File: config.mk
export PLATFORM = sky130hd
export DESIGN_NAME = io_port
export DESIGN_NICKNAME = d
export VERILOG_FILES = /design/src/io_port_pkg.sv /design/src/pin_sync.sv /design/src/line_cell.sv /design/src/io_port.sv
export VERILOG_INCLUDE_DIRS = /design/src
export SDC_FILE = /design/constraint.sdc
export NUM_CORES = 1
export LEC_CHECK = 0
export BUFFER_PORTS_ARGS = -buffer_cell sky130_fd_sc_hd__buf_2
export CAP_MARGIN = 5
export CORE_ASPECT_RATIO = 0.5
export CORE_UTILIZATION = 38
export DETAILED_ROUTE_END_ITERATION = 10
export GPL_TIMING_DRIVEN = 0
export PLACE_DENSITY_LB_ADDON = 0.25
export SLEW_MARGIN = 20
export SYNTH_ARGS = -nofsm -noshare
export SYNTH_HDL_FRONTEND = slang
export SYNTH_SLANG_ARGS = --single-unit
export TNS_END_PERCENT = 100
File: constraint.sdc
create_clock -name clk -period 2.7 [get_ports clk]
set_input_delay 0.27 -clock clk [delete_from_list [all_inputs] [get_ports clk]]
set_output_delay 0.27 -clock clk [all_outputs]
set_load 0.1 [all_outputs]
File: src/io_port_consts.svh
// Constants of the bytewise I/O port: register offsets, reset values and
// field positions of the per-line configuration.
// Assumes inclusion by bare name from the package and the design modules.
`ifndef IO_PORT_CONSTS_SVH
`define IO_PORT_CONSTS_SVH

// Data-space offsets of the three port registers, relative to the port base
`define PORT_DATA_OFF 8'h00
`define PORT_DIR_OFF 8'h01
`define PORT_OPT_OFF 8'h02

// Every port register clears to zero
`define PORT_REG_RESET 8'h00

// Width of a port and of the data-space address
`define PORT_WIDTH 8
`define DSPACE_AW 8

// Bit positions inside the packed line configuration {dir, opt, data}
`define CFG_DIR_BIT 2
`define CFG_OPT_BIT 1
`define CFG_DATA_BIT 0

// Interrupt trigger codes chosen per port by the interrupt controller
`define TRIG_FALLING 2'h0
`define TRIG_RISING 2'h1
`define TRIG_LOW 2'h2

`endif

File: src/io_port_pkg.sv
// Types shared by the I/O port modules.
// Assumes io_port_consts.svh is on the include path.
`include "io_port_consts.svh"

package io_port_pkg;

    // Configuration bits of one line, in the order direction, option, data
    typedef struct packed {
        logic dir;
        logic opt;
        logic data;
    } line_cfg_t;

    // Electrical mode that a line's three bits select
    typedef enum logic [2:0] {
        MODE_IN_PULLUP = 3'b000,
        MODE_IN_HIZ = 3'b001,
        MODE_IN_PULLUP_INT = 3'b010,
        MODE_IN_ANALOG = 3'b011,
        MODE_OUT_OPEN_DRAIN = 3'b100,
        MODE_OUT_PUSH_PULL = 3'b101
    } line_mode_t;

    // What a line presents at its pad
    typedef struct packed {
        logic out;
        logic oe;
        logic pull_up;
        logic analog_sel;
        logic int_en;
    } line_drive_t;

    // Trigger kind for the lines routed to the interrupt system
    typedef enum logic [1:0] {
        TRIG_FALL = 2'b00,
        TRIG_RISE = 2'b01,
        TRIG_LEVEL_LOW = 2'b10
    } trig_t;

endpackage

File: src/pin_sync.sv
// Three-stage synchroniser for one pad input with agreement filter.
// Assumes the pad is asynchronous to clk; the filtered level changes only
// once the second and third stages agree.
`timescale 1ns/100ps

module pin_sync
(
    input wire logic clk,
    input wire logic nrst,
    input wire logic pad,
    output logic level
);
    logic s1_reg;
    logic s2_reg;
    logic s3_reg;
    logic level_reg;
    logic level_next;

    always_comb
    begin
        level_next = level_reg;
        if (s2_reg == s3_reg)
        begin
            level_next = s3_reg;
        end
    end

    // Pads idle high under the reset pull-ups, so start the chain high
    always_ff @(posedge clk)
    begin
        if (!nrst)
        begin
            s1_reg <= 1'b1;
            s2_reg <= 1'b1;
            s3_reg <= 1'b1;
            level_reg <= 1'b1;
        end
        else
        begin
            s1_reg <= pad;
            s2_reg <= s1_reg;
            s3_reg <= s2_reg;
            level_reg <= level_next;
        end
    end

    assign level = level_reg;
endmodule

File: src/line_cell.sv
// Mode decode and pad drive of one port line.
// Assumes its configuration comes straight from the port registers.
`timescale 1ns/100ps

module line_cell
    import io_port_pkg::*;
#(
    parameter bit ANALOG_CAPABLE = 1'b1
)
(
    input line_cfg_t cfg,
    output line_mode_t mode,
    output line_drive_t drive
);
    always_comb
    begin
        case ({cfg.dir, cfg.opt, cfg.data})
            3'b000: mode = MODE_IN_PULLUP;
            3'b001: mode = MODE_IN_HIZ;
            3'b010: mode = MODE_IN_PULLUP_INT;
            3'b011: mode = MODE_IN_ANALOG;
            3'b100: mode = MODE_OUT_OPEN_DRAIN;
            3'b101: mode = MODE_OUT_OPEN_DRAIN;
            default: mode = MODE_OUT_PUSH_PULL;
        endcase
    end

    always_comb
    begin
        drive = '0;
        case (mode)
            MODE_IN_PULLUP:
            begin
                drive.pull_up = 1'b1;
            end
            MODE_IN_HIZ:
            begin
                drive.pull_up = 1'b0;
            end
            MODE_IN_PULLUP_INT:
            begin
                drive.pull_up = 1'b1;
                drive.int_en = 1'b1;
            end
            MODE_IN_ANALOG:
            begin
                // A line without a converter input is left floating
                drive.analog_sel = ANALOG_CAPABLE;
            end
            MODE_OUT_OPEN_DRAIN:
            begin
                drive.out = 1'b0;
                drive.oe = ~cfg.data;
            end
            MODE_OUT_PUSH_PULL:
            begin
                drive.out = cfg.data;
                drive.oe = 1'b1;
            end
            default:
            begin
                drive = '0;
            end
        endcase
    end
endmodule

File: src/io_port.sv
// Bytewise general-purpose I/O port: data, direction and option registers
// in data space, per-line mode decode, pad drive and interrupt request.
// Assumes the core issues single-cycle read and write strobes and that the
// pad wire, pull-up resistors and analog switch sit outside this module.
`timescale 1ns/100ps
`include "io_port_consts.svh"

module io_port
    import io_port_pkg::*;
#(
    parameter int WIDTH = `PORT_WIDTH,
    parameter logic [`DSPACE_AW-1:0] BASE = 8'hc0,
    parameter logic [`PORT_WIDTH-1:0] ANALOG_MASK = 8'hff
)
(
    input wire logic clk,
    input wire logic nrst,
    // Data-space access from the core
    input wire logic [`DSPACE_AW-1:0] addr,
    input wire logic wr_en,
    input wire logic rd_en,
    input wire logic [WIDTH-1:0] wdata,
    output logic [WIDTH-1:0] rdata,
    output logic rd_valid,
    output logic sel,
    // Trigger selection held in the interrupt option register
    input wire logic [1:0] int_trig,
    output logic irq_req,
    // Pads
    input wire logic [WIDTH-1:0] pin_in,
    output logic [WIDTH-1:0] pin_out,
    output logic [WIDTH-1:0] pin_oe,
    output logic [WIDTH-1:0] pull_up_en,
    output logic [WIDTH-1:0] analog_sel
);
    // Each configuration register is one byte, so a port cannot be wider
    if (WIDTH < 1 || WIDTH > `PORT_WIDTH)
    begin : g_bad_width
        $error("io_port: WIDTH must lie between 1 and the port width");
    end

    localparam logic [`DSPACE_AW-1:0] DATA_ADDR = BASE + `PORT_DATA_OFF;
    localparam logic [`DSPACE_AW-1:0] DIR_ADDR = BASE + `PORT_DIR_OFF;
    localparam logic [`DSPACE_AW-1:0] OPT_ADDR = BASE + `PORT_OPT_OFF;

    // Access state: a read returns its word one cycle after the strobe
    typedef enum logic [0:0] {
        ACC_IDLE = 1'b0,
        ACC_READ = 1'b1
    } acc_state_t;

    // ---------------------------------------------------------------
    // Register file
    // ---------------------------------------------------------------
    logic [WIDTH-1:0] data_reg;
    logic [WIDTH-1:0] data_next;
    logic [WIDTH-1:0] dir_reg;
    logic [WIDTH-1:0] dir_next;
    logic [WIDTH-1:0] opt_reg;
    logic [WIDTH-1:0] opt_next;

    logic hit_data;
    logic hit_dir;
    logic hit_opt;

    always_comb
    begin
        hit_data = (addr == DATA_ADDR);
        hit_dir = (addr == DIR_ADDR);
        hit_opt = (addr == OPT_ADDR);
    end

    always_comb
    begin
        data_next = data_reg;
        dir_next = dir_reg;
        opt_next = opt_reg;
        if (wr_en)
        begin
            // Data writes always reach the latch, even on input lines,
            // because the latch selects the input characteristics.
            if (hit_data)
            begin
                data_next = wdata;
            end
            if (hit_dir)
            begin
                dir_next = wdata;
            end
            if (hit_opt)
            begin
                opt_next = wdata;
            end
        end
    end

    always_ff @(posedge clk)
    begin
        if (!nrst)
        begin
            data_reg <= `PORT_REG_RESET;
            dir_reg <= `PORT_REG_RESET;
            opt_reg <= `PORT_REG_RESET;
        end
        else
        begin
            data_reg <= data_next;
            dir_reg <= dir_next;
            opt_reg <= opt_next;
        end
    end

    // ---------------------------------------------------------------
    // Per-line decode and pad synchronisers
    // ---------------------------------------------------------------
    line_drive_t drive [WIDTH];
    logic [WIDTH-1:0] pin_level;
    logic [WIDTH-1:0] int_en_vec;
    logic [WIDTH-1:0] pull_vec;
    logic [WIDTH-1:0] analog_vec;
    logic [WIDTH-1:0] out_vec;
    logic [WIDTH-1:0] oe_vec;

    genvar gi;
    generate
        for (gi = 0; gi < WIDTH; gi = gi + 1)
        begin : g_line
            line_cfg_t cfg;

            assign cfg = '{dir: dir_reg[gi], opt: opt_reg[gi], data: data_reg[gi]};

            line_cell #(
                .ANALOG_CAPABLE(ANALOG_MASK[gi])
            ) u_cell (
                .cfg(cfg),
                .mode(),
                .drive(drive[gi])
            );

            pin_sync u_sync (
                .clk(clk),
                .nrst(nrst),
                .pad(pin_in[gi]),
                .level(pin_level[gi])
            );

            assign out_vec[gi] = drive[gi].out;
            assign oe_vec[gi] = drive[gi].oe;
            assign pull_vec[gi] = drive[gi].pull_up;
            assign analog_vec[gi] = drive[gi].analog_sel;
            // Output lines are cut off from the interrupt path
            assign int_en_vec[gi] = drive[gi].int_en & ~dir_reg[gi];
        end
    endgenerate

    // ---------------------------------------------------------------
    // Read path
    // ---------------------------------------------------------------
    acc_state_t acc_reg;
    acc_state_t acc_next;
    logic [WIDTH-1:0] rdata_reg;
    logic [WIDTH-1:0] rdata_next;
    logic sel_reg;
    logic sel_next;

    always_comb
    begin
        acc_next = ACC_IDLE;
        rdata_next = rdata_reg;
        sel_next = 1'b0;
        case (acc_reg)
            ACC_IDLE,
            ACC_READ:
            begin
                if (rd_en && (hit_data || hit_dir || hit_opt))
                begin
                    acc_next = ACC_READ;
                    sel_next = 1'b1;
                    if (hit_data)
                    begin
                        // Inputs show the pad, outputs the latch
                        rdata_next = (pin_level & ~dir_reg) | (data_reg & dir_reg);
                    end
                    else if (hit_dir)
                    begin
                        rdata_next = dir_reg;
                    end
                    else
                    begin
                        rdata_next = opt_reg;
                    end
                end
                else if (rd_en)
                begin
                    // Not ours: answer zero so a wired-OR data bus stays clean
                    rdata_next = '0;
                end
            end
            default:
            begin
                acc_next = ACC_IDLE;
            end
        endcase
    end

    always_ff @(posedge clk)
    begin
        if (!nrst)
        begin
            acc_reg <= ACC_IDLE;
            rdata_reg <= '0;
            sel_reg <= 1'b0;
        end
        else
        begin
            acc_reg <= acc_next;
            rdata_reg <= rdata_next;
            sel_reg <= sel_next;
        end
    end

    // ---------------------------------------------------------------
    // Interrupt request
    // ---------------------------------------------------------------
    logic [WIDTH-1:0] level_prev_reg;
    logic [WIDTH-1:0] level_prev_next;
    logic irq_reg;
    logic irq_next;
    logic [WIDTH-1:0] fire;

    always_comb
    begin
        level_prev_next = pin_level;
        case (trig_t'(int_trig))
            TRIG_FALL: fire = level_prev_reg & ~pin_level;
            TRIG_RISE: fire = ~level_prev_reg & pin_level;
            TRIG_LEVEL_LOW: fire = ~pin_level;
            default: fire = '0;
        endcase
        // Edges are one-cycle pulses; the low level holds the request
        irq_next = |(fire & int_en_vec);
    end

    always_ff @(posedge clk)
    begin
        if (!nrst)
        begin
            level_prev_reg <= '1;
            irq_reg <= 1'b0;
        end
        else
        begin
            level_prev_reg <= level_prev_next;
            irq_reg <= irq_next;
        end
    end

    // ---------------------------------------------------------------
    // Pad drive, registered so that every pad output leaves a flop
    // ---------------------------------------------------------------
    logic [WIDTH-1:0] pin_out_reg;
    logic [WIDTH-1:0] pin_oe_reg;
    logic [WIDTH-1:0] pull_reg;
    logic [WIDTH-1:0] analog_reg;

    // Register outputs lag the configuration by one cycle; in return no
    // glitch from the mode decode reaches a pad.
    always_ff @(posedge clk)
    begin
        if (!nrst)
        begin
            pin_out_reg <= '0;
            pin_oe_reg <= '0;
            pull_reg <= '1;
            analog_reg <= '0;
        end
        else
        begin
            pin_out_reg <= out_vec;
            pin_oe_reg <= oe_vec;
            pull_reg <= pull_vec;
            // Several set bits short pads together; software must prevent it
            analog_reg <= analog_vec;
        end
    end

    assign rdata = rdata_reg;
    assign rd_valid = (acc_reg == ACC_READ);
    assign sel = sel_reg;
    assign irq_req = irq_reg;
    assign pin_out = pin_out_reg;
    assign pin_oe = pin_oe_reg;
    assign pull_up_en = pull_reg;
    assign analog_sel = analog_reg;
endmodule

* Word-level counts from Yosys, hierarchy flattened *
Cells that the tools add are included.
Widths: inputs -> output; s select.

operators by class
  eq/ne operators = 85
  multiplexer cells = 46
  bitwise logic cells = 33
  reduce and logical (&&, ||, !) cells = 41

operators with widths
  cell                number
  $pmux 3 s5          8
  $eq 3x2->1 const B  32
  $eq 3x3->1 const B  32
  $logic_not 3->1     16
  $and 8x8->8         5
  $mux 8              4
  $pmux 2 s2          8
  $reduce_or 2->1     16
  $mux 1              25
  $eq 3x1->1 const B  8
  $eq 8x8->1 const B  3
  $not 8->8           3
  $pmux 8 s3          1
  $not 1->1           16
  $and 1x1->1         8
  $eq 1x1->1          8
  $or 8x8->8          1
  $reduce_or 8->1     1
  $reduce_and 2->1    3
  $eq 2x1->1 const B  1
  $eq 2x2->1 const B  1
  $logic_not 2->1     1
  $logic_or 1x1->1    2
  $reduce_bool 2->1   1
  $logic_and 1x1->1   1

storage, ports and cells
  flip-flop bits (word level) = 106

* Longest topological paths before layout *
  depth after elaboration = 8
  gate-level depth with buffers = 6

* By module *
From an unflattened synthesis, not the netlist that was laid out.

second synthesis, totals
  cells, all modules = 433
  area total of the unflattened synthesis = 4,322.9 µm²

modules (own cells, without submodules)
  module     instances  cells an instance  area an instance (µm²)
  io_port    1          281                2,931.6
  pin_sync   8          10                 112.6
  line_cell  8          9                  61.3

* Least setup slack after synthesis *
OpenSTA, ideal clock, no wires.

  path kind = input to register
  start = in addr[3]
  end = reg opt_reg[0]
  library setup time = 128 ps
  arrival = 1,631 ps
  data required time = 2,572 ps
  path slack = 941 ps
  stages on the path = 5
  path buffers = 1
  cells stage by stage = or4_4 -> or4_4 -> buf_6 -> mux2i_1 -> nor2_1

between the ends
  word-level cells in the longest chain between the ends = 2

ends and longest elaborated chain
  item                        line            text
  start: declaration          io_port.sv:19   input wire logic [`DSPACE_AW-1:0] addr,
  $eq 8x8->1                  io_port.sv:70   hit_opt = (addr == OPT_ADDR);
  $reduce_and 2->1 (no line)  --
  end signal: assignment      io_port.sv:103  opt_reg <= `PORT_REG_RESET;
  end signal: assignment      io_port.sv:109  opt_reg <= opt_next;
  end: declaration            io_port.sv:59   logic [WIDTH-1:0] opt_reg;

No other way between the ends.
A chain may end at the register's enable or synchronous reset.

* Worst setup path in the final report *
  start = in addr[3]
  end = reg data_reg[7]

between the ends
  word-level cells in the longest chain between the ends = 2

ends and longest elaborated chain
  item                        line            text
  $eq 8x8->1                  io_port.sv:68   hit_data = (addr == DATA_ADDR);
  $reduce_and 2->1 (no line)  --
  end signal: assignment      io_port.sv:101  data_reg <= `PORT_REG_RESET;
  end signal: assignment      io_port.sv:107  data_reg <= data_next;
  end: declaration            io_port.sv:55   logic [WIDTH-1:0] data_reg;

No other way between the ends.

==> results.ini <==
[layout]
fill_cells=936
final_cell_count_no_fill=606
drive_gt1_share_pct=19.3
seqCellArea_um2=2120
nets=496
diodes=0
multi_input_comb_area_um2=1450
syn_to_final_growth_pct=21.3

[clock_tree]
cts_buffer_depth=2
clock-root-buffer=clkbuf_16
cts.sinks=106
cts_made_buffers=9
ctsHoldBuffers=0
cts_setup_buffers=0
cts_tree=built
clkLatencyLatePin_ps=340
ctsResizeCount=0
clk_pin_slew_ps=60
h-tree-depth=3

[logic_synthesis]
synthTopCellsByArea=dfxtp_1 57%, mux2i_1 8.6%, nand2b_1 6.8%
synth_area_um2=3700
ys_seq_elements=106
synthCells=384
yosysTopAreaCell=dfxtp_1
ys_warn_count=0
yosys.area.top_type_share_pct=57.3
syn-num-nets=414
syn_avg_cell_area_um2=9.65
ys_types=25
synth_seq_area_share_pct=57.3

[global_route]
grt_usage_pct=16.4
antenna_found_initial=0
grt_max_degree=16
grt_pass1_vias=2349
gr-total-overflow=0
grt_pass1_wl_um=12100

[critical_path]
cp.arrival_ps=1980
endpoint_kind=flip-flop
worstRegToRegCells=4
start_kind=input pin
worstPathRequired_ps=2970
critPathMaxFanout=8
path_class=in -> reg

[power_and_ir_drop]
power.share.switching_pct=20.9
p_seq_share_pct=55.3
p_leak_nw=1.85
comb_power_share_pct=3.8
power_mw=2.87
netSwitchingPower_mw=0.600
clkPwrFrac_pct=40.9
powerDensity_nw_per_um2=638
ir_worst_vdd_uv=320
p_int_mw=2.27

[sta]
setup_tns_ps=0
fin_skew_ps=3.60
hold_violations=0
slew_viol_final=0
report.final.setup_viol=0
min_period_ps=1710
setup_slack_ps=987
worstMarginPinSlew_ps=737
min_period_over_period_pct=63.5
grt_setup_unrepaired=no
max_slew_margin_pct=50.8
fmax_ghz=0.584

[floorplan]
core-area_um2=9450
rows=25
die-area_um2=10200
die_y_um=71.8
io_pins=73
die_x_um=142
start_util_pct=39.2

[placement]
port_buffers=71
post-place-ws_ps=653
gp_congestion=0.830
place_inst=590
dp_hpwl_um=5670

[detailed_routing]
highest-signal-layer=met4
viasPerCell=4.65
num_vias=2815
drcViolationCount=0
met3_length_um=513
met1_length_um=3970
dr.first_iter.drc_count=167
wl_um=7950
antenna_left=0
dr_wl_met2_um=3350
firstDrtPassIters=5
wl_per_cell_um=13.1

[min_path]
whs_path_depth=2
hold_class=in -> reg

[status]
status=finished clean

[flow_run]
maxCapViolCount=0

==> routing by layer <==
metal	track usage (%)	vias up
li1	-	1466
met1	22.7	1264
met2	23.5	71
met3	5.41	14
met4	6.45	0
met5	0	-
==> cell type report <==
cell class                      instances  area share (%)
Sequential cell                       106            47.2
Multi-Input combinational cell        247            32.3
Timing Repair Buffer                   71            7.91
Clock buffer                           13            5.57
Tap cell                              135            3.76
Buffer                                 18            1.78
Inverter                               13            1.09
Clock inverter                          3           0.334
==> cells by family after synthesis <==
group	share of synthesized area, %
simple gates	18.3
buf+inv	3.48
mux	8.65
compound gates	12.3
flops	57.3
==> power groups by stage <==
stage          clock network, mW  logic [mW]  registers [mW]
5_1_grt                     1.28       0.121            1.59
6_report                    1.17       0.110            1.59
4_1_cts                     1.21       0.111            1.58
3_5_place_dp                   0       0.111            1.62
3_3_place_gp                   0       0.110            1.62
2_1_floorplan                  0      0.0612            1.62
==> through the flow <==
stage / instance area, um^2 / util [%] / hold slack, ps
final: 4490 / 47.6 / 101
after global routing: 4490 / 47.6 / 89.1
after CTS: 4490 / 47.6 / 89.0
after detailed placement: 4230 / 44.8 / 392
after global placement: 4230 / 44.8 / 389
after floorplan: 3700 / - / 371
==> cell usage after synthesis (all sizes together) <==
| master | number |
|---|---|
| nand3 | 1 |
| nor2 | 30 |
| nor4b | 1 |
| mux2i | 32 |
| nand4 | 1 |
| or4 | 2 |
| a32oi | 4 |
| o21ai | 40 |
| nand2 | 48 |
| a21oi | 16 |
| a41oi | 1 |
| o32ai | 8 |
| or2b | 1 |
| buf | 4 |
| clkbuf | 14 |
| o21bai | 8 |
| nor3 | 13 |
| nand2b | 40 |
| inv | 13 |
| nand4b | 1 |
| dfxtp | 106 |
==> critical path: stages <==
cell and delay, ps:
buf_2 90, or4_4 570, nor2_1 190, nor4b_1 260, buf_2 360, mux2i_1 240
==> layout by cell type (no fill, tap or decap), types with 2 or more instances in the layout <==
master	netlist	final
a21oi_1	16	16
a32oi_1	4	4
buf_2	1	72
clkbuf_1	14	17
clkbuf_16	0	9
clkinv_2	0	3
dfxtp_1	106	106
inv_1	13	13
mux2i_1	32	32
nand2_1	48	48
nand2b_1	40	40
nor2_1	30	30
nor3_1	12	12
o21ai_0	40	40
o21bai_1	8	8
o32ai_1	8	8
or4_4	2	2
==> worst paths after layout <==
kind,from,endpoint,slack (ps)
setup / recovery,addr[3],data_reg[7],990
hold / removal,pin_in[3],g_line[3].u_sync.s1_reg,100
setup reg to reg,g_line[0].u_sync.level,irq_req,1260
hold reg to reg,g_line[1].u_sync.s1_reg,g_line[1].u_sync.s2_reg,400
Note: power is estimated with default switching activity, not from simulation.
